## src/hdl/lcb_defs.svh

```systemverilog
// Constants of the line interface coefficient bank.
`ifndef LCB_DEFS_SVH
`define LCB_DEFS_SVH

// Register bus widths.
`define LCB_IDX_W       6
`define LCB_WORD_W      16

// Indirect register indices.
`define LCB_IDX_FIRST   6'h0D
`define LCB_IDX_T1_FREQ 6'h0D
`define LCB_IDX_T1_AMPL 6'h0E
`define LCB_IDX_T1_PHAS 6'h0F
`define LCB_IDX_T2_FREQ 6'h10
`define LCB_IDX_T2_AMPL 6'h11
`define LCB_IDX_T2_PHAS 6'h12
`define LCB_IDX_RG_OFFS 6'h13
`define LCB_IDX_RG_FREQ 6'h14
`define LCB_IDX_RG_AMPL 6'h15
`define LCB_IDX_RG_PHAS 6'h16
`define LCB_IDX_MT_RAMP 6'h17
`define LCB_IDX_MT_AMPL 6'h18
`define LCB_IDX_MT_FREQ 6'h19
`define LCB_IDX_RX_GAIN 6'h1A
`define LCB_IDX_TX_GAIN 6'h1B
`define LCB_IDX_LC_HIGH 6'h1C
`define LCB_IDX_RT_THR  6'h1D
`define LCB_IDX_CM_LOW  6'h1E
`define LCB_IDX_CM_HIGH 6'h1F
`define LCB_IDX_PA_A    6'h20
`define LCB_IDX_PA_B    6'h21
`define LCB_IDX_PA_C    6'h22
`define LCB_IDX_LC_FILT 6'h23
`define LCB_IDX_RT_FILT 6'h24
`define LCB_IDX_TP_A    6'h25
`define LCB_IDX_TP_B    6'h26
`define LCB_IDX_TP_C    6'h27
`define LCB_IDX_CM_BIAS 6'h28
`define LCB_IDX_OV_VOLT 6'h29
`define LCB_IDX_RSVD    6'h2A
`define LCB_IDX_LC_LOW  6'h2B
`define LCB_IDX_LAST    6'h2B

// Field widths, all fields sit at bit 0.
`define LCB_W4          4
`define LCB_W6          6
`define LCB_W8          8
`define LCB_W12         12
`define LCB_W13         13

// Gain scale: mute, unity and the product shift for unity.
`define LCB_GAIN_MUTE   12'h000
`define LCB_GAIN_UNITY  12'h400
`define LCB_GAIN_SHIFT  10
`define LCB_PROD_W      28
`define LCB_SAT_MAX     28'sh0007FFF
`define LCB_SAT_MIN     28'shFFF8000
`define LCB_WORD_MAX    16'h7FFF
`define LCB_WORD_MIN    16'h8000
`define LCB_WORD_ZERO   16'h0000

`endif

```

## src/hdl/lcb_pkg.sv

```systemverilog
// Types of the line interface coefficient bank.
package lcb_pkg;
`include "lcb_defs.svh"

  // Register index, register word and signed gain field.
  typedef logic        [`LCB_IDX_W-1:0]  lcb_idx_t;
  typedef logic signed [`LCB_WORD_W-1:0] lcb_word_t;
  typedef logic signed [`LCB_W12-1:0]    lcb_gain_t;
endpackage : lcb_pkg

```

## src/hdl/lcb_gain_if.sv

```systemverilog
// Link between the bank and one gain multiplier.
`timescale 1ns/1ps
interface lcb_gain_if;
  import lcb_pkg::*;
  lcb_word_t sample;
  logic      sampleValid;
  lcb_gain_t gain;
  lcb_word_t result;
  logic      resultValid;

  modport src  (output sample, output sampleValid, output gain,
                input result, input resultValid);
  modport unit (input sample, input sampleValid, input gain,
                output result, output resultValid);
endinterface : lcb_gain_if

```

## src/hdl/lcb_gain_mul.sv

```systemverilog
// Signed sample by gain multiplier with saturation, one cycle latency.
`timescale 1ns/1ps
module lcb_gain_mul
  import lcb_pkg::*;
(
  input wire logic sys_clk,
  input wire logic rstn,
  lcb_gain_if.unit gi
);
`include "lcb_defs.svh"

  logic signed [`LCB_PROD_W-1:0] prodFull;
  logic signed [`LCB_PROD_W-1:0] prodScaled;
  lcb_word_t                     satWord;

  // Multiply, scale so that the unity code passes samples unchanged.
  always_comb begin
    prodFull   = sample_ext(gi.sample) * gain_ext(gi.gain);
    prodScaled = prodFull >>> `LCB_GAIN_SHIFT;
    if (prodScaled > `LCB_SAT_MAX) begin
      satWord = `LCB_WORD_MAX;
    end else if (prodScaled < `LCB_SAT_MIN) begin
      satWord = `LCB_WORD_MIN;
    end else begin
      satWord = prodScaled[`LCB_WORD_W-1:0];
    end
  end

  // Sign extension helpers keep the product at full width.
  function automatic logic signed [`LCB_PROD_W-1:0] sample_ext(
    input lcb_word_t s);
    sample_ext = `LCB_PROD_W'(s);
  endfunction : sample_ext

  function automatic logic signed [`LCB_PROD_W-1:0] gain_ext(
    input lcb_gain_t g);
    gain_ext = `LCB_PROD_W'(g);
  endfunction : gain_ext

  // Register the result and its valid flag.
  always_ff @(posedge sys_clk or negedge rstn) begin
    if (!rstn) begin
      gi.result      <= `LCB_WORD_ZERO;
      gi.resultValid <= 1'b0;
    end else begin
      gi.result      <= gi.sampleValid ? satWord : gi.result;
      gi.resultValid <= gi.sampleValid;
    end
  end
endmodule : lcb_gain_mul

```

## src/hdl/lcb_coeff_bank.sv

```systemverilog
// Indirect coefficient bank of a telephone line interface.
//
// Behaviour
// - Coefficient words have no reset and hold garbage until written.
// - Every stored value is used as a two's-complement number.
// - Tone one takes frequency, amplitude, phase from words 13 to 15.
// - Tone two takes frequency, amplitude, phase from words 16 to 18.
// - Word 19 gives the ringing dc offset, 0 to 94.5 V by 1.5 V.
// - Ringing takes frequency, amplitude, phase from words 20 to 22.
// - Metering ramps its envelope at the rate held in word 23.
// - Metering takes amplitude from word 24 and frequency from 25.
// - Receive samples are multiplied by the receive gain before DAC.
// - Gain zero mutes, 0x400 is unity and 0x7FF gives 6 dB.
// - Transmit samples are multiplied by the transmit gain after ADC.
`timescale 1ns/1ps
module lcb_coeff_bank
  import lcb_pkg::*;
(
  input  wire logic                 sys_clk,
  input  wire logic                 rstn,
  input  wire logic [`LCB_IDX_W-1:0] regAddr,
  input  wire logic [`LCB_WORD_W-1:0] regWdata,
  input  wire logic                 regWr,
  input  wire logic                 regRd,
  output logic      [`LCB_WORD_W-1:0] regRdata,
  output lcb_word_t                 tone1Freq,
  output lcb_word_t                 tone1Ampl,
  output lcb_word_t                 tone1Phase,
  output lcb_word_t                 tone2Freq,
  output lcb_word_t                 tone2Ampl,
  output lcb_word_t                 tone2Phase,
  output logic signed [`LCB_W6-1:0] ringDcOffset,
  output lcb_word_t                 ringFreq,
  output lcb_word_t                 ringAmpl,
  output lcb_word_t                 ringPhase,
  output lcb_word_t                 meterRampRate,
  output lcb_word_t                 meterAmpl,
  output lcb_word_t                 meterFreq,
  output logic signed [`LCB_W6-1:0] loopCloseHigh,
  output logic signed [`LCB_W6-1:0] loopCloseLow,
  output logic signed [`LCB_W6-1:0] ringTripThresh,
  output logic signed [`LCB_W6-1:0] commonModeLow,
  output logic signed [`LCB_W6-1:0] commonModeHigh,
  output logic signed [`LCB_W8-1:0] powerAlarmA,
  output logic signed [`LCB_W8-1:0] powerAlarmB,
  output logic signed [`LCB_W8-1:0] powerAlarmC,
  output logic signed [`LCB_W13-1:0] loopCloseFilt,
  output logic signed [`LCB_W13-1:0] ringTripFilt,
  output logic signed [`LCB_W13-1:0] thermalPoleA,
  output logic signed [`LCB_W13-1:0] thermalPoleB,
  output logic signed [`LCB_W13-1:0] thermalPoleC,
  output logic signed [`LCB_W4-1:0] ringCmBias,
  output logic signed [`LCB_W4-1:0] overheadVolt,
  input  lcb_word_t                 rxSample,
  input  wire logic                 rxValid,
  output lcb_word_t                 rxOut,
  output logic                      rxOutValid,
  input  lcb_word_t                 txSample,
  input  wire logic                 txValid,
  output lcb_word_t                 txOut,
  output logic                      txOutValid
);
`include "lcb_defs.svh"

  // ----------------------------------------------------------------------
  // Storage
  // ----------------------------------------------------------------------

  // One word per index; data words carry no reset.
  lcb_word_t bankQ [`LCB_IDX_FIRST:`LCB_IDX_LAST];
  logic      addrMapped;
  lcb_word_t rdSel;

  // An index inside the bank that is not the reserved slot.
  assign addrMapped = (regAddr >= `LCB_IDX_FIRST) &&
                      (regAddr <= `LCB_IDX_LAST) &&
                      (regAddr != `LCB_IDX_RSVD);

  // Each data word loads on a write strobe that names its index.
  for (genvar i = `LCB_IDX_FIRST; i <= `LCB_IDX_LAST; i++) begin : gWord
    if (i == `LCB_IDX_RSVD) begin : gRsvd
      // The reserved slot holds zero and ignores writes.
      always_ff @(posedge sys_clk) begin
        bankQ[i] <= `LCB_WORD_ZERO;
      end
    end else begin : gData
      // All 16 bits are kept, so unused bits read back as written.
      always_ff @(posedge sys_clk) begin
        if (regWr && (regAddr == `LCB_IDX_W'(i))) begin
          bankQ[i] <= regWdata;
        end
      end
    end
  end

  // ----------------------------------------------------------------------
  // Read port
  // ----------------------------------------------------------------------

  // Select the addressed word; unmapped and reserved indices read zero.
  always_comb begin
    rdSel = `LCB_WORD_ZERO;
    if (addrMapped) begin
      rdSel = bankQ[regAddr];
    end
  end

  // Read data stand for the one cycle after the read strobe only.
  always_ff @(posedge sys_clk or negedge rstn) begin
    if (!rstn) begin
      regRdata <= `LCB_WORD_ZERO;
    end else if (regRd) begin
      regRdata <= rdSel;
    end else begin
      regRdata <= `LCB_WORD_ZERO;
    end
  end

  // ----------------------------------------------------------------------
  // Oscillator coefficients
  // ----------------------------------------------------------------------

  // Tone generators read three consecutive words each.
  assign tone1Freq  = bankQ[`LCB_IDX_T1_FREQ];
  assign tone1Ampl  = bankQ[`LCB_IDX_T1_AMPL];
  assign tone1Phase = bankQ[`LCB_IDX_T1_PHAS];
  assign tone2Freq  = bankQ[`LCB_IDX_T2_FREQ];
  assign tone2Ampl  = bankQ[`LCB_IDX_T2_AMPL];
  assign tone2Phase = bankQ[`LCB_IDX_T2_PHAS];

  // Ringing offset step is 1.5 V, so code 63 gives 94.5 V.
  assign ringDcOffset = bankQ[`LCB_IDX_RG_OFFS][`LCB_W6-1:0];
  assign ringFreq     = bankQ[`LCB_IDX_RG_FREQ];
  assign ringAmpl     = bankQ[`LCB_IDX_RG_AMPL];
  assign ringPhase    = bankQ[`LCB_IDX_RG_PHAS];

  // Metering ramp rate, amplitude, then frequency.
  assign meterRampRate = bankQ[`LCB_IDX_MT_RAMP];
  assign meterAmpl     = bankQ[`LCB_IDX_MT_AMPL];
  assign meterFreq     = bankQ[`LCB_IDX_MT_FREQ];

  // ----------------------------------------------------------------------
  // Line control fields
  // ----------------------------------------------------------------------

  // Thresholds, filter coefficients and bias fields, signed at bit 0.
  assign loopCloseHigh  = bankQ[`LCB_IDX_LC_HIGH][`LCB_W6-1:0];
  assign loopCloseLow   = bankQ[`LCB_IDX_LC_LOW][`LCB_W6-1:0];
  assign ringTripThresh = bankQ[`LCB_IDX_RT_THR][`LCB_W6-1:0];
  assign commonModeLow  = bankQ[`LCB_IDX_CM_LOW][`LCB_W6-1:0];
  assign commonModeHigh = bankQ[`LCB_IDX_CM_HIGH][`LCB_W6-1:0];
  assign powerAlarmA    = bankQ[`LCB_IDX_PA_A][`LCB_W8-1:0];
  assign powerAlarmB    = bankQ[`LCB_IDX_PA_B][`LCB_W8-1:0];
  assign powerAlarmC    = bankQ[`LCB_IDX_PA_C][`LCB_W8-1:0];
  assign loopCloseFilt  = bankQ[`LCB_IDX_LC_FILT][`LCB_W13-1:0];
  assign ringTripFilt   = bankQ[`LCB_IDX_RT_FILT][`LCB_W13-1:0];
  assign thermalPoleA   = bankQ[`LCB_IDX_TP_A][`LCB_W13-1:0];
  assign thermalPoleB   = bankQ[`LCB_IDX_TP_B][`LCB_W13-1:0];
  assign thermalPoleC   = bankQ[`LCB_IDX_TP_C][`LCB_W13-1:0];
  assign ringCmBias     = bankQ[`LCB_IDX_CM_BIAS][`LCB_W4-1:0];
  assign overheadVolt   = bankQ[`LCB_IDX_OV_VOLT][`LCB_W4-1:0];

  // ----------------------------------------------------------------------
  // Gain paths
  // ----------------------------------------------------------------------

  lcb_gain_if rxIf ();
  lcb_gain_if txIf ();
  lcb_gain_t  rxGain;
  lcb_gain_t  txGain;

  // Both gain fields use the same scale, unity at code 0x400.
  assign rxGain = bankQ[`LCB_IDX_RX_GAIN][`LCB_W12-1:0];
  assign txGain = bankQ[`LCB_IDX_TX_GAIN][`LCB_W12-1:0];

  // Receive samples go through the gain ahead of the converter.
  assign rxIf.sample      = rxSample;
  assign rxIf.sampleValid = rxValid;
  assign rxIf.gain        = rxGain;
  assign rxOut            = rxIf.result;
  assign rxOutValid       = rxIf.resultValid;

  // Transmit samples go through the gain after the converter.
  assign txIf.sample      = txSample;
  assign txIf.sampleValid = txValid;
  assign txIf.gain        = txGain;
  assign txOut            = txIf.result;
  assign txOutValid       = txIf.resultValid;

  lcb_gain_mul uRxGain (
    .sys_clk (sys_clk),
    .rstn    (rstn),
    .gi      (rxIf.unit)
  );

  lcb_gain_mul uTxGain (
    .sys_clk (sys_clk),
    .rstn    (rstn),
    .gi      (txIf.unit)
  );

  // ----------------------------------------------------------------------
  // Checks
  // ----------------------------------------------------------------------

  // A write followed by a read of the same word returns the write data.
  write_readback_a: assert property (
    @(posedge sys_clk) disable iff (!rstn)
    (regWr && addrMapped) ##1 (regRd && !regWr &&
      regAddr == $past(regAddr))
    |=> regRdata == $past(regWdata, 2))
    else $error("Read after write returned other data.");

  // Reserved and unmapped indices read as zero.
  unmapped_read_zero_a: assert property (
    @(posedge sys_clk) disable iff (!rstn)
    regRd && !addrMapped |=> regRdata == `LCB_WORD_ZERO)
    else $error("Unmapped index did not read zero.");

  // Read data are zero in every cycle not after a read strobe.
  read_idle_zero_a: assert property (
    @(posedge sys_clk) disable iff (!rstn)
    !regRd |=> regRdata == `LCB_WORD_ZERO)
    else $error("Read data stood outside their cycle.");

  // Tone one frequency follows a write to its index.
  tone1_freq_load_a: assert property (
    @(posedge sys_clk) disable iff (!rstn)
    regWr && regAddr == `LCB_IDX_T1_FREQ |=> tone1Freq == $past(regWdata))
    else $error("Tone one frequency did not load.");

  // Tone one amplitude and phase follow writes to their indices.
  tone1_ampl_load_a: assert property (
    @(posedge sys_clk) disable iff (!rstn)
    regWr && regAddr == `LCB_IDX_T1_AMPL |=> tone1Ampl == $past(regWdata))
    else $error("Tone one amplitude did not load.");

  tone1_phase_load_a: assert property (
    @(posedge sys_clk) disable iff (!rstn)
    regWr && regAddr == `LCB_IDX_T1_PHAS |=> tone1Phase == $past(regWdata))
    else $error("Tone one phase did not load.");

  // Tone two frequency and amplitude follow writes to their indices.
  tone2_freq_load_a: assert property (
    @(posedge sys_clk) disable iff (!rstn)
    regWr && regAddr == `LCB_IDX_T2_FREQ |=> tone2Freq == $past(regWdata))
    else $error("Tone two frequency did not load.");

  tone2_ampl_load_a: assert property (
    @(posedge sys_clk) disable iff (!rstn)
    regWr && regAddr == `LCB_IDX_T2_AMPL |=> tone2Ampl == $past(regWdata))
    else $error("Tone two amplitude did not load.");

  // Tone two phase follows a write to its index.
  tone2_phase_load_a: assert property (
    @(posedge sys_clk) disable iff (!rstn)
    regWr && regAddr == `LCB_IDX_T2_PHAS |=> tone2Phase == $past(regWdata))
    else $error("Tone two phase did not load.");

  // Ringing offset takes the low six bits of its word.
  ring_offset_load_a: assert property (
    @(posedge sys_clk) disable iff (!rstn)
    regWr && regAddr == `LCB_IDX_RG_OFFS
    |=> ringDcOffset == $past(regWdata[`LCB_W6-1:0]))
    else $error("Ringing offset did not load.");

  // Ringing amplitude follows a write to its index.
  ring_ampl_load_a: assert property (
    @(posedge sys_clk) disable iff (!rstn)
    regWr && regAddr == `LCB_IDX_RG_AMPL |=> ringAmpl == $past(regWdata))
    else $error("Ringing amplitude did not load.");

  // Ringing frequency and phase follow writes to their indices.
  ring_freq_load_a: assert property (
    @(posedge sys_clk) disable iff (!rstn)
    regWr && regAddr == `LCB_IDX_RG_FREQ |=> ringFreq == $past(regWdata))
    else $error("Ringing frequency did not load.");

  ring_phase_load_a: assert property (
    @(posedge sys_clk) disable iff (!rstn)
    regWr && regAddr == `LCB_IDX_RG_PHAS |=> ringPhase == $past(regWdata))
    else $error("Ringing phase did not load.");

  // Metering ramp rate, frequency and amplitude load from their own indices.
  meter_ramp_load_a: assert property (
    @(posedge sys_clk) disable iff (!rstn)
    regWr && regAddr == `LCB_IDX_MT_RAMP
    |=> meterRampRate == $past(regWdata))
    else $error("Metering ramp rate did not load.");

  meter_freq_load_a: assert property (
    @(posedge sys_clk) disable iff (!rstn)
    regWr && regAddr == `LCB_IDX_MT_FREQ |=> meterFreq == $past(regWdata))
    else $error("Metering frequency did not load.");

  meter_ampl_load_a: assert property (
    @(posedge sys_clk) disable iff (!rstn)
    regWr && regAddr == `LCB_IDX_MT_AMPL |=> meterAmpl == $past(regWdata))
    else $error("Metering amplitude did not load.");

  // Lower loop closure threshold takes the low six bits of its word.
  loop_low_load_a: assert property (
    @(posedge sys_clk) disable iff (!rstn)
    regWr && regAddr == `LCB_IDX_LC_LOW
    |=> loopCloseLow == $past(regWdata[`LCB_W6-1:0]))
    else $error("Lower loop closure threshold did not load.");

  // Unity receive gain passes a sample unchanged after one cycle.
  rx_unity_gain_a: assert property (
    @(posedge sys_clk) disable iff (!rstn)
    rxValid && rxGain == `LCB_GAIN_UNITY
    |=> rxOutValid && rxOut == $past(rxSample))
    else $error("Receive unity gain altered the sample.");

  // Zero transmit gain mutes the path.
  tx_mute_gain_a: assert property (
    @(posedge sys_clk) disable iff (!rstn)
    txValid && txGain == `LCB_GAIN_MUTE
    |=> txOutValid && txOut == `LCB_WORD_ZERO)
    else $error("Transmit mute gain did not mute.");

  // Zero receive gain mutes the path.
  rx_mute_gain_a: assert property (
    @(posedge sys_clk) disable iff (!rstn)
    rxValid && rxGain == `LCB_GAIN_MUTE
    |=> rxOutValid && rxOut == `LCB_WORD_ZERO)
    else $error("Receive mute gain did not mute.");

  // Unity transmit gain passes a sample unchanged after one cycle.
  tx_unity_gain_a: assert property (
    @(posedge sys_clk) disable iff (!rstn)
    txValid && txGain == `LCB_GAIN_UNITY
    |=> txOutValid && txOut == $past(txSample))
    else $error("Transmit unity gain altered the sample.");

  // Without a new sample the gain outputs keep their last result.
  gain_out_hold_a: assert property (
    @(posedge sys_clk) disable iff (!rstn)
    !rxValid && !txValid |=> $stable(rxOut) && $stable(txOut))
    else $error("Gain output changed without a sample.");

  // Output valid flags mark only cycles after an input sample.
  gain_valid_pair_a: assert property (
    @(posedge sys_clk) disable iff (!rstn)
    rxOutValid == $past(rxValid) && txOutValid == $past(txValid))
    else $error("Gain output valid out of step.");

endmodule : lcb_coeff_bank

```

## config.mk

```make
export PLATFORM = sky130hd
export DESIGN_NAME = lcb_coeff_bank
export DESIGN_NICKNAME = d
export VERILOG_FILES = /design/src/hdl/lcb_pkg.sv /design/src/hdl/lcb_gain_if.sv /design/src/hdl/lcb_gain_mul.sv /design/src/hdl/lcb_coeff_bank.sv
export VERILOG_INCLUDE_DIRS = /design/src /design/src/hdl
export SDC_FILE = /design/constraint.sdc
export NUM_CORES = 2
export LEC_CHECK = 0
export BUFFER_PORTS_ARGS = -buffer_cell sky130_fd_sc_hd__buf_2
export CORE_MARGIN = 2
export CORE_UTILIZATION = 55
export DETAILED_ROUTE_END_ITERATION = 6
export PLACE_DENSITY = 0.82
export SLEW_MARGIN = 20
export SYNTH_ARGS = -nofsm -noshare
export SYNTH_HDL_FRONTEND = slang
export SYNTH_SLANG_ARGS = --single-unit
```

## constraint.sdc

```tcl
create_clock -name sys_clk -period 9.5 [get_ports sys_clk]
set_input_delay 1.9 -clock sys_clk [delete_from_list [all_inputs] [get_ports sys_clk]]
set_output_delay 1.9 -clock sys_clk [all_outputs]
set_load 0.005 [all_outputs]
```

==> summary.txt <==
Clock Sink Count: 530
static leakage: 16.4 nW
Post-DP HPWL: 69.9 mm
Req. time, crit path: 9.95 ns
final-report max-slew violation count: 0
Final ANT Viol Nets: 0
drt pass-1 iters: 5
dominant cell by count in the synthesized netlist: edfxtp_1
Clock Skews: 0.0257 ns
status: completed
DP Worst Slack: 1.36 ns
number of synthesized flops with an enable pin: 480
share of flip-flops with an asynchronous set or reset: 9.43%
Yosys top cell area share: 41.0%
Layout Nets: 3524
Post-CTS Resized: 0
Die ar.: 0.0659 mm^2
Initial Util: 55.7%
die height: 257 um
GPL Wtd Cong: 0.886
Top FF cell, synth: edfxtp_1
critical path fanouts, max: 17
PortBufs: 434
Net Count, Synth: 3262
via total after detailed routing: 22660
Fin Hold WS: 0.482 ns
Worst VDD drop: 0.000472 V
wire length per cell: 24.8 um
number of global-route vias before repair: 23456
CTS buffer count: 56
synth warn: 0
gr usage total: 29.6%
final hold violation count: 0
CTS tree: built
max-cap violations: 0
syn_area_per_cell: 12.8 um^2
Yosys cell types: 66
largest net degree at the start of global routing: 73
final worst slack: 2.01 ns
row cnt: 92
startpoint types: input port
top cells by area, synth: edfxtp_1, fa_1, mux4_2
Final Setup Violations: 0
share of layout cells above drive strength 1: 23.3%
Final min period: 7.49 ns
total congestion overflow: 0
post-layout util: 61.8%
Post-CTS Setup Inserts: 0
RSZ-0062 raised after global routing: false
Iter 0 DRT Violations: 2316
DRC: 0
global-route wire length before repair: 145 mm
largest area contributor in the netlist: edfxtp_1
fill count: 4695
Core Area: 0.0631 mm^2
crit path kind: input port to register
initial antenna violation count: 11
multi-input logic area: 0.0164 mm^2
synthesized flop and latch total: 530
worst skew pair latency: 0.63 ns
period utilization: 78.8%
Cells after Synth: 2738
CTS Buffer Depth: 3
Post-CTS Hold Buffers: 0
area growth from synthesis to layout: 11.0%
Post-synth top cells: edfxtp_1, inv_1, fa_1, nand2_1, buf_4
slew at the pin closest to its max-slew limit: 1.11 ns
hold crit path type: register to register
die width: 257 um
setup TNS: 0 ns
pwr dens: 248 mW/mm^2
I/O pin count: 435
slew margin rel.: 25.8%
CTS Root Cell: clkbuf_16
Fmax: 134 MHz
Post-Syn Area: 0.0351 mm^2
post-synthesis sequential area ratio: 44.6%
sequential cell area: 0.0157 mm^2
total wire length: 96.4 mm
Setup crit end kind: register
Avg Vias per Cell: 5.82
Reg clk slew, reported paths: 0.06 ns
htree depth: 2
CP arrival: 7.94 ns
-- state kept, by name, indices dropped and copies added, names as in the netlist --
register,flops
bankQ,480
regRdata,16
uRxGain.gi.result,16
uRxGain.gi.resultValid,1
uTxGain.gi.result,16
uTxGain.gi.resultValid,1
-- worst max-delay path: stages --
cell	delay [ns]
buf_2	0.21
nand2_1	0.16
fa_1	0.58
inv_1	0.06
ha_1	0.47
inv_1	0.19
fa_1	0.52
inv_1	0.06
fa_1	0.54
inv_1	0.05
fa_1	0.48
inv_1	0.04
ha_1	0.32
nand3_1	0.13
nor2_1	0.06
nand2_1	0.15
o211ai_2	0.15
o311ai_2	0.43
a21o_1	0.19
nand3_2	0.34
a22oi_2	0.69
o22ai_1	0.19
-- per-stage QoR --
stage	instances	area, um^2	power (mW)
3_3_place_gp	3788	37200	7.40
6_report	3895	39000	9.68
3_5_place_dp	3788	37200	7.50
2_1_floorplan	2738	35100	6.52
4_1_cts	3892	39000	9.71
5_1_grt	3895	39000	10.4
-- routing by layer --
metal	global-route usage (%)	wire length, um	vias to the layer above	part of all wire (%)
met5	0	36	-	0.037
met4	14.6	5280	6	5.5
met3	6.45	10000	241	10
met2	45.8	44700	1325	46
met1	40.1	36400	11516	38
li1	-	-	9572	-
-- cell type report --
class / count / area share (%)
clock buffers: 65 / 3.68
flip-flops and latches: 530 / 40.2
clock inverters: 39 / 1.00
repair buffers: 464 / 6.19
diodes: 3 / 0.0193
inverters: 441 / 4.25
well taps: 846 / 2.71
multi-input cells: 1507 / 42.0
-- cell usage in the layout (no fill, tap or decap), drive strengths merged, types with 10 or more instances in the layout --
master / count
nor3: 34
fa: 352
mux4: 112
a21oi: 65
nor2: 116
a211oi: 55
nand2b: 12
a21o: 10
nand3: 14
xor2: 14
ha: 112
buf: 463
nand2: 278
and2: 116
clkinv: 23
o21ai: 35
dfrtp: 50
o22ai: 15
xnor2: 32
a2111o: 10
clkbuf: 66
edfxtp: 480
mux2i: 50
inv: 448
-- kinds of logic after synthesis --
kind of cell / after synthesis / share of synthesized area (%)
compound gates: 231 / 4.60
mux: 162 / 8.61
buf+inv: 701 / 9.05
simple gates: 604 / 7.97
fa+ha+maj: 464 / 24.0
xor+xnor: 46 / 1.15
flops: 530 / 44.6
-- power by group --
part           total (mW)  switching, mW  leakage [nW]  internal [mW]
combinational        4.77           2.85          10.6           1.92
sequential           2.72         0.0505          4.94           2.67
clock                2.19          0.956         0.885           1.23
-- final timing paths --
kind                       cells past startpoint                  start               endpoint  slack, ns
hold / removal                                 1  uRxGain.gi.result[15]  uRxGain.gi.result[15]       0.48
max in group asynchronous                      2                   rstn   uTxGain.gi.result[1]       7.53
min in group asynchronous                      2                   rstn   uRxGain.gi.result[1]       1.44
setup / recovery                              22           rxSample[15]  uRxGain.gi.result[11]       2.01
hold reg to reg                                1  uRxGain.gi.result[15]  uRxGain.gi.result[15]       0.48
setup reg to reg                              19           bankQ[26][3]  uRxGain.gi.result[11]       2.61
No activity file was read; power rests on OpenSTA's default activity.
